**config.mk**
```make
export PLATFORM = sky130hd
export DESIGN_NAME = mfgpi_trigger
export DESIGN_NICKNAME = d
export VERILOG_FILES = /design/src/mfgpi_pkg.sv /design/src/mfgpi_sync.sv /design/src/mfgpi_trigger.sv
export SDC_FILE = /design/constraint.sdc
export NUM_CORES = 1
export LEC_CHECK = 0
export BUFFER_PORTS_ARGS = -buffer_cell sky130_fd_sc_hd__buf_2
export CORE_UTILIZATION = 47
export CTS_BUF_LIST = sky130_fd_sc_hd__clkbuf_4 sky130_fd_sc_hd__clkbuf_8
export CTS_CLUSTER_DIAMETER = 150
export DETAILED_ROUTE_END_ITERATION = 8
export PLACE_DENSITY = 0.78
export SLEW_MARGIN = 20
export SYNTH_ARGS = -nofsm -noshare
export SYNTH_HDL_FRONTEND = slang
export SYNTH_HIERARCHICAL = 1
export SYNTH_SLANG_ARGS = --single-unit
export TNS_END_PERCENT = 20
```
**constraint.sdc**
```tcl
create_clock -name clock -period 1.85 [get_ports clock]
set_input_delay 0.0925 -clock clock [delete_from_list [all_inputs] [get_ports clock]]
set_output_delay 0.0925 -clock clock [all_outputs]
set_load 0.05 [all_outputs]
```
**src/mfgpi_pkg.sv**
```systemverilog
/*
 package for the multifunction pin input trigger logic: function codes,
 field widths, reset values and timing constants.
 assumes a single 25 MHz device clock.
*/
package mfgpi_pkg;

  localparam int MFGPI_CH_NUM = 4;
  localparam int MFGPI_CODE_W = 4;

  // pin input function codes
  localparam logic [3:0] MFGPI_FN_DEEP_SLEEP = 4'h0;
  localparam logic [3:0] MFGPI_FN_FAULT_DUMP = 4'h2;
  localparam logic [3:0] MFGPI_FN_CURRENT_OUTPUT_PD = 4'h3;
  localparam logic [3:0] MFGPI_FN_VOLTAGE_OUTPUT_PD = 4'h4;
  localparam logic [3:0] MFGPI_FN_PROTECT = 4'h5;
  localparam logic [3:0] MFGPI_FN_CLEAR = 4'h7;
  localparam logic [3:0] MFGPI_FN_LOAD_DAC = 4'h8;
  localparam logic [3:0] MFGPI_FN_FUNC_GEN = 4'h9;
  localparam logic [3:0] MFGPI_FN_MARGIN = 4'hA;
  localparam logic [3:0] MFGPI_FN_RESET = 4'hB;
  localparam logic [3:0] MFGPI_FN_NVM_LOCK = 4'hC;
  localparam logic [3:0] MFGPI_FN_REG_LOCK = 4'hD;

  // reset values
  localparam logic MFGPI_PIN_RST = 1'b1;
  localparam logic MFGPI_LEVEL_RST = 1'b0;

  // power-on sample waits this many cycles plus one in the wait state after reset release
  localparam int MFGPI_BOOT_CYCLES = 2;
  localparam logic [1:0] MFGPI_BOOT_CNT_W2 = 2'(MFGPI_BOOT_CYCLES);

  typedef struct packed {
    logic deep_sleep_enter;
    logic deep_sleep_exit;
    logic fault_dump;
    logic protect;
    logic output_clear_action;
    logic device_reset;
    logic nvm_prog_allow;
    logic nvm_prog_block;
    logic reg_write_allow;
    logic reg_write_block;
  } mfgpi_glob_s;

  typedef struct packed {
    logic [3:0] current_output_pd;
    logic [3:0] current_output_pu;
    logic [3:0] voltage_output_pd;
    logic [3:0] voltage_output_pu;
    logic [3:0] load_dac_update;
    logic [3:0] func_stop;
    logic [3:0] func_start;
    logic [3:0] margin_low;
    logic [3:0] margin_high;
  } mfgpi_chan_s;

  function automatic logic mfgpi_code_is_used(input logic [3:0] code);
    return (code == MFGPI_FN_DEEP_SLEEP) || (code == MFGPI_FN_FAULT_DUMP) ||
           (code == MFGPI_FN_CURRENT_OUTPUT_PD) || (code == MFGPI_FN_VOLTAGE_OUTPUT_PD) ||
           (code == MFGPI_FN_PROTECT) || (code == MFGPI_FN_CLEAR) ||
           (code == MFGPI_FN_LOAD_DAC) || (code == MFGPI_FN_FUNC_GEN) ||
           (code == MFGPI_FN_MARGIN) || (code == MFGPI_FN_RESET) ||
           (code == MFGPI_FN_NVM_LOCK) || (code == MFGPI_FN_REG_LOCK);
  endfunction

endpackage

```
**src/mfgpi_sync.sv**
```systemverilog
/*
 two flip-flop synchroniser with edge detect on the second stage.
 assumes the pin is asynchronous to clock.
*/
`timescale 1ns/1ns
module mfgpi_sync
  import mfgpi_pkg::*;
(
  // clock and reset
  input wire logic clock,
  input wire logic sys_rst,
  // pin side
  input wire logic pin_in,
  // synchronised side
  output logic level,
  output logic rise,
  output logic fall
);

  logic meta_r;
  logic sync_r;
  logic prev_r;
  logic meta_nxt;
  logic sync_nxt;
  logic prev_nxt;

  always_comb begin
    meta_nxt = pin_in;
    sync_nxt = meta_r;
    prev_nxt = sync_r;
  end

  always_ff @(posedge clock) begin
    if (sys_rst) begin
      meta_r <= MFGPI_PIN_RST;
      sync_r <= MFGPI_PIN_RST;
      prev_r <= MFGPI_PIN_RST;
    end else begin
      meta_r <= meta_nxt;
      sync_r <= sync_nxt;
      prev_r <= prev_nxt;
    end
  end

  assign level = sync_r;
  assign rise = sync_r & ~prev_r;
  assign fall = ~sync_r & prev_r;

endmodule

```
**src/mfgpi_trigger.sv**
```systemverilog
/*
 multifunction pin input trigger logic: decodes the pin function code and
 turns pin edges into one-cycle action pulses, global or per channel.
 assumes the pin configuration comes from nonvolatile configuration and that
 actions downstream apply their own constraints.
*/
// How it works
// reads send address write, command, repeated start address read, then two bytes.
// input enable set makes the pin an input and enables its triggers.
// output enable set makes the pin drive status; input triggers then stop.
// channel functions hit only selected channels; global ones hit the whole device.
// after boot the sampled level fires its command once, then edges only; code 1011 fires only on falling edges in run.
// default code maps to no operation until configured.
// a mapped function masks its equivalent software trigger bit.
// pin triggers go through the same downstream path as software triggers.
// code 1011 low pulse resets device; rising edge does nothing.
// code 0000 falling enters deep sleep, rising exits, all channels.
// codes 0010, 0101, 0111 falling edge fire dump, protect, clear.
// codes 0011 and 0100 falling powers down outputs, rising powers up.
// code 1000 falling edge loads selected channels; rising does nothing.
// code 1001 stop/start function generation; 1010 margin low/high.
// code 1100 falling allows nvm programming, rising blocks it.
// code 1101 falling allows register writes, rising blocks them with exceptions.
// unassigned codes do nothing.
// the pin is synchronised and edge detected, one trigger per edge.
`timescale 1ns/1ns
module mfgpi_trigger
  import mfgpi_pkg::*;
#(
  parameter int CH_NUM = MFGPI_CH_NUM
)
(
  // clock and reset
  input wire logic clock,
  input wire logic sys_rst,
  // pin
  input wire logic pin_in,
  // pin configuration
  input wire logic pin_input_enable,
  input wire logic pin_output_enable,
  input wire logic pin_function_valid,
  input wire logic [3:0] pin_input_function_code,
  input wire logic [3:0] pin_channel_select,
  // software trigger bits
  input wire mfgpi_glob_s sw_glob,
  input wire mfgpi_chan_s sw_chan,
  // merged trigger outputs
  output mfgpi_glob_s trig_glob,
  output mfgpi_chan_s trig_chan,
  // status
  output logic pin_mapped,
  output logic reg_write_locked,
  output logic nvm_prog_locked,
  output logic booted
);

  typedef enum logic [1:0] {
    MFGPI_ST_WAIT = 2'b00,
    MFGPI_ST_SAMPLE = 2'b01,
    MFGPI_ST_RUN = 2'b10
  } mfgpi_state_e;

  logic level;
  logic rise;
  logic fall;

  mfgpi_sync u_sync (
    .clock(clock),
    .sys_rst(sys_rst),
    .pin_in(pin_in),
    .level(level),
    .rise(rise),
    .fall(fall)
  );

  mfgpi_state_e state_r;
  mfgpi_state_e state_nxt;
  logic [1:0] boot_cnt_r;
  logic [1:0] boot_cnt_nxt;
  logic reg_lock_r;
  logic reg_lock_nxt;
  logic nvm_lock_r;
  logic nvm_lock_nxt;
  mfgpi_glob_s glob_r;
  mfgpi_glob_s glob_nxt;
  mfgpi_chan_s chan_r;
  mfgpi_chan_s chan_nxt;
  mfgpi_glob_s pin_glob;
  mfgpi_chan_s pin_chan;
  mfgpi_glob_s mask_glob;
  mfgpi_chan_s mask_chan;
  logic active;
  logic ev_fall;
  logic ev_rise;

  // input mode only, a configured code, and not in output mode
  assign active = pin_input_enable & ~pin_output_enable & pin_function_valid
                  & mfgpi_code_is_used(pin_input_function_code);
  assign pin_mapped = active;

  // boot sequencing
  always_comb begin
    state_nxt = state_r;
    boot_cnt_nxt = boot_cnt_r;
    unique case (state_r)
      MFGPI_ST_WAIT: begin
        if (boot_cnt_r == MFGPI_BOOT_CNT_W2) begin
          state_nxt = MFGPI_ST_SAMPLE;
        end else begin
          boot_cnt_nxt = boot_cnt_r + 2'h1;
        end
      end
      MFGPI_ST_SAMPLE: begin
        state_nxt = MFGPI_ST_RUN;
      end
      MFGPI_ST_RUN: begin
        state_nxt = MFGPI_ST_RUN;
      end
      default: begin
        state_nxt = MFGPI_ST_WAIT;
      end
    endcase
  end

  // level sample at boot acts as the matching edge, then edges only
  assign ev_fall = (state_r == MFGPI_ST_SAMPLE) ? ~level : ((state_r == MFGPI_ST_RUN) & fall);
  assign ev_rise = (state_r == MFGPI_ST_SAMPLE) ? level : ((state_r == MFGPI_ST_RUN) & rise);

  // pin decode
  always_comb begin
    pin_glob = '0;
    pin_chan = '0;
    if (active) begin
      unique case (pin_input_function_code)
        MFGPI_FN_DEEP_SLEEP: begin
          pin_glob.deep_sleep_enter = ev_fall;
          pin_glob.deep_sleep_exit = ev_rise;
        end
        MFGPI_FN_FAULT_DUMP: pin_glob.fault_dump = ev_fall;
        MFGPI_FN_PROTECT: pin_glob.protect = ev_fall;
        MFGPI_FN_CLEAR: pin_glob.output_clear_action = ev_fall;
        MFGPI_FN_CURRENT_OUTPUT_PD: begin
          pin_chan.current_output_pd = {4{ev_fall}} & pin_channel_select;
          pin_chan.current_output_pu = {4{ev_rise}} & pin_channel_select;
        end
        MFGPI_FN_VOLTAGE_OUTPUT_PD: begin
          pin_chan.voltage_output_pd = {4{ev_fall}} & pin_channel_select;
          pin_chan.voltage_output_pu = {4{ev_rise}} & pin_channel_select;
        end
        MFGPI_FN_LOAD_DAC: pin_chan.load_dac_update = {4{ev_fall}} & pin_channel_select;
        MFGPI_FN_FUNC_GEN: begin
          pin_chan.func_stop = {4{ev_fall}} & pin_channel_select;
          pin_chan.func_start = {4{ev_rise}} & pin_channel_select;
        end
        MFGPI_FN_MARGIN: begin
          pin_chan.margin_low = {4{ev_fall}} & pin_channel_select;
          pin_chan.margin_high = {4{ev_rise}} & pin_channel_select;
        end
        MFGPI_FN_RESET: pin_glob.device_reset = (state_r == MFGPI_ST_RUN) & fall;
        MFGPI_FN_NVM_LOCK: begin
          pin_glob.nvm_prog_allow = ev_fall;
          pin_glob.nvm_prog_block = ev_rise;
        end
        MFGPI_FN_REG_LOCK: begin
          pin_glob.reg_write_allow = ev_fall;
          pin_glob.reg_write_block = ev_rise;
        end
        default: begin
          pin_glob = '0;
          pin_chan = '0;
        end
      endcase
    end
  end

  // software bits of the mapped function are masked
  always_comb begin
    mask_glob = '1;
    mask_chan = '1;
    if (active) begin
      unique case (pin_input_function_code)
        MFGPI_FN_DEEP_SLEEP: begin
          mask_glob.deep_sleep_enter = 1'b0;
          mask_glob.deep_sleep_exit = 1'b0;
        end
        MFGPI_FN_FAULT_DUMP: mask_glob.fault_dump = 1'b0;
        MFGPI_FN_PROTECT: mask_glob.protect = 1'b0;
        MFGPI_FN_CLEAR: mask_glob.output_clear_action = 1'b0;
        MFGPI_FN_CURRENT_OUTPUT_PD: begin
          mask_chan.current_output_pd = 4'h0;
          mask_chan.current_output_pu = 4'h0;
        end
        MFGPI_FN_VOLTAGE_OUTPUT_PD: begin
          mask_chan.voltage_output_pd = 4'h0;
          mask_chan.voltage_output_pu = 4'h0;
        end
        MFGPI_FN_LOAD_DAC: mask_chan.load_dac_update = 4'h0;
        MFGPI_FN_FUNC_GEN: begin
          mask_chan.func_stop = 4'h0;
          mask_chan.func_start = 4'h0;
        end
        MFGPI_FN_MARGIN: begin
          mask_chan.margin_low = 4'h0;
          mask_chan.margin_high = 4'h0;
        end
        MFGPI_FN_RESET: mask_glob.device_reset = 1'b0;
        MFGPI_FN_NVM_LOCK: begin
          mask_glob.nvm_prog_allow = 1'b0;
          mask_glob.nvm_prog_block = 1'b0;
        end
        MFGPI_FN_REG_LOCK: begin
          mask_glob.reg_write_allow = 1'b0;
          mask_glob.reg_write_block = 1'b0;
        end
        default: begin
          mask_glob = '1;
          mask_chan = '1;
        end
      endcase
    end
  end

  // merge into the shared trigger path and track lock states
  always_comb begin
    glob_nxt = (sw_glob & mask_glob) | pin_glob;
    chan_nxt = (sw_chan & mask_chan) | pin_chan;
    reg_lock_nxt = reg_lock_r;
    nvm_lock_nxt = nvm_lock_r;
    if (glob_nxt.reg_write_block) begin
      reg_lock_nxt = 1'b1;
    end else if (glob_nxt.reg_write_allow) begin
      reg_lock_nxt = 1'b0;
    end
    if (glob_nxt.nvm_prog_block) begin
      nvm_lock_nxt = 1'b1;
    end else if (glob_nxt.nvm_prog_allow) begin
      nvm_lock_nxt = 1'b0;
    end
  end

  always_ff @(posedge clock) begin
    if (sys_rst) begin
      state_r <= MFGPI_ST_WAIT;
      boot_cnt_r <= 2'h0;
      reg_lock_r <= MFGPI_LEVEL_RST;
      nvm_lock_r <= MFGPI_LEVEL_RST;
      glob_r <= '0;
      chan_r <= '0;
    end else begin
      state_r <= state_nxt;
      boot_cnt_r <= boot_cnt_nxt;
      reg_lock_r <= reg_lock_nxt;
      nvm_lock_r <= nvm_lock_nxt;
      glob_r <= glob_nxt;
      chan_r <= chan_nxt;
    end
  end

  assign trig_glob = glob_r;
  assign trig_chan = chan_r;
  assign reg_write_locked = reg_lock_r;
  assign nvm_prog_locked = nvm_lock_r;
  assign booted = (state_r == MFGPI_ST_RUN);
endmodule

```
==> impl_metrics.tcl <==
set metrics [dict create \
    outcome "complete, but fails checks" \
    violations_in_the_final_reports "design-rule violations" \
    gpl.final_weighted_congestion 0.8281 \
    global_route.overflow_total 0 \
    design.core.area_um2 4474 \
    synth_net_count 298 \
    grt_max_degree 43 \
    first_pass_iters 7 \
    vias 2050 \
    die_y_um 71.38 \
    holdBufCountCts 1 \
    power_leakage_nw 1.493 \
    netlist_instances 233 \
    final_layout_size_suffix_gt1_share_pct 39.27 \
    first_global_vias 1858 \
    slowest_delay_ps 370 \
    end_kind "flop" \
    cp_num_buf_inv 1 \
    drv_cap 0 \
    antenna_found_initial 0 \
    critical_path_peak_fanout 8 \
    start_util_pct 50.56 \
    root_buffer "clkbuf_8" \
    num_antenna_cells 0 \
    synth_seq_area_share_pct 48.67 \
    area_growth_pct 35.56 \
    worst_hold_path_type "in2reg" \
    grtUsageTotal_pct 21.76 \
    period_utilization_pct 91.33 \
    detail_route.wirelength_mm 5.647 \
    placement.io_buffers 109 \
    antenna_violation_net_count_after_detailed_routing 0 \
    cpMaxStageDelayCell "dfxtp_1" \
    flop_and_latch_count_out_of_synthesis 55 \
    cell_family_with_the_largest_share_of_critical_path_delay "simple AND/OR/NAND/NOR gates" \
    htree_num_levels 2 \
    num-nets-final 418 \
    crit_path_cell_trace "inv_1, ha_1, nand3b_1, nand2_1, mux2_2, and2b_1" \
    crit_type "reg2reg" \
    powerDensity_nw_per_um2 977.7 \
    avgViaCountPerCell 5.049 \
    timing.critical_path.from_type "flop" \
    finalMaxSlewViolations 0 \
    timing_worst_slew_pin_value_ps 716.7 \
    dieArea_um2 5094 \
    clock_insertion_delay_worst_skew_ps 300 \
    path_clk_slew_ps 100 \
    timing.final.hold_violations 0 \
    worst_ep_required_time_ps 2050 \
    synth_area_leader_cell "dfxtp_1" \
    die_width_um 71.38 \
    cts_tree "built" \
    timing.slew.headroom_pct 52.22 \
    grt_pass1_wl_mm 8.597 \
    tritoncts_num_sinks 55 \
    cp_data_arrival_time_ps 1890 \
    yosys-top-cells-area "dfxtp_1, mux2i_1, nor2_1, nand2_1, ha_1" \
    core.rowCount 24 \
    synth_top_cell_area_share_pct 48.67 \
    cts_made_buffers 5 \
    vdd.ir_drop.worst_v 0.0006384 \
    wl_per_cell_um 13.91 \
    drt_first_iter_violations 109 \
    netlist-cell-type-count 30 \
    route.detailed.drc 13 \
    ys_warn_count 6 \
    cts_resized 0 \
    setup_repair_after_global_routing_missed_its_margin "no" \
    setup_viol_count_final 0 \
    cts_max_path_buffers 2 \
    syn_area_per_cell_um2 9.709 \
    finalClockSkew_ps 8.214 \
    io-pin-count 110 \
    min_period_ps 1690 \
    postLayoutCoreUtil_pct 68.54 \
    post_synth_instance_area_um2 2262 \
    cts_post_setup_buffers_inserted 0 \
    max_clock_freq_ghz 0.5919 \
    place_hpwl_mm 4.168 \
    setup-tns-final_ps 0 \
]
## report_power, final
| group | switching, mW | leakage [nW] | internal (mW) |
|---|---|---|---|
| Sequential | 0.0425 | 0.458 | 1.28 |
| Combinational | 0.564 | 0.976 | 0.305 |
| Clock | 0.393 | 0.0587 | 0.411 |
| Total | 0.999 | 1.49 | 2.00 |
## state kept, by name, indices dropped and copies added (netlist names)
signal and cells:
u_sync/level 1, u_sync/prev_r 1, u_sync/meta_r 1, trig_glob 10
state_r 2, nvm_prog_locked 1, trig_chan 36, boot_cnt_r 2
reg_write_locked 1
## synthesized netlist by cell type
library cell / instances
a211oi_1: 1
a21boi_0: 8
a21oi_1: 10
a311oi_1: 4
and2b_1: 2
buf_2: 1
buf_6: 1
clkbuf_1: 9
dfxtp_1: 55
ha_1: 5
inv_1: 4
mux2_2: 2
mux2i_1: 34
nand2_1: 22
nand2b_1: 7
nand3_1: 1
nand3b_1: 4
nor2_1: 40
nor2b_1: 3
nor3_1: 4
nor3_2: 2
nor3_4: 2
nor4_1: 1
nor4_4: 1
o22ai_1: 2
or2_1: 3
or3_1: 2
or3b_1: 1
or4_4: 1
xnor2_1: 1
## stage by stage
| step | power [mW] | cell area [µm²] | setup WS [ps] | instances | hold slack (ps) |
|---|---|---|---|---|---|
| 2_1_floorplan | 1.961 | 2262 | 0.6772 | 233 | 189.6 |
| 3_3_place_gp | 2.192 | 2940 | 126.9 | 397 | 269.8 |
| 3_5_place_dp | 2.217 | 2940 | 56.54 | 397 | 281.3 |
| 4_1_cts | 3.020 | 3067 | 164.9 | 406 | 9.581 |
| 5_1_grt | 3.140 | 3067 | 7.054 | 406 | 13.54 |
| 6_report | 2.998 | 3067 | 160.4 | 406 | 14.27 |
## path summary, 6_finish.rpt
kind | slack (ps) | cells past startpoint | start | end
max | 160 | 6 | state_r[0] | trig_glob[1]
min | 10 | 3 | sw_chan[6] | trig_chan[6]
max reg2reg | 160 | 6 | state_r[0] | trig_glob[1]
min reg2reg | 410 | 1 | u_sync/meta_r | u_sync/level
## cell usage in the layout (no fill, tap or decap), types with 2 or more instances in the layout
cell / instances
buf_2: 109
dfxtp_1: 55
nor2_1: 40
mux2i_1: 34
nand2_1: 22
buf_4: 13
a21oi_1: 10
a21boi_0: 8
nand2b_1: 7
ha_1: 5
clkbuf_8: 5
inv_1: 4
nand3b_1: 4
a311oi_1: 4
nor3_1: 4
nor2b_1: 3
or2_1: 3
nor3_2: 2
or3_1: 2
nor3_4: 2
mux2_2: 2
o22ai_1: 2
and2b_1: 2
## worst reg2reg max path: stages, from the launching register on
cell	delay, ps
dfxtp_1	370
inv_1	90
ha_1	260
nand3b_1	270
nand2_1	150
mux2_2	300
and2b_1	160
## logic make-up (layout without fill, tap and decap cells)
group           count (synthesis)  after routing  synth area share [%]
xor+xnor                        1              1                0.3872
fa+ha+maj                       5              5                 2.765
flops                          55             55                 48.67
compound gates                 25             25                 7.301
mux                            36             36                 16.04
simple gates                   96             96                 21.96
buf+inv                        15            136                 2.876
## layer usage
layer	GRT usage, %	wire length, µm	up-vias
met3	5.063	439	6
met5	0	0	-
li1	-	-	1025
met4	6.000	68	0
met2	35.34	2598	86
met1	29.16	2541	933
## final cells by class
class                   count  area (µm²)
flip-flops and latches     55        1101
well taps                  52       65.06
clock buffers               5       68.82
multi-input cells         163        1096
repair buffers            124       673.1
inverters                   4       15.01
clock inverters             3       47.55
fillers                   357        1408
No activity file was read; power rests on OpenSTA's default activity.
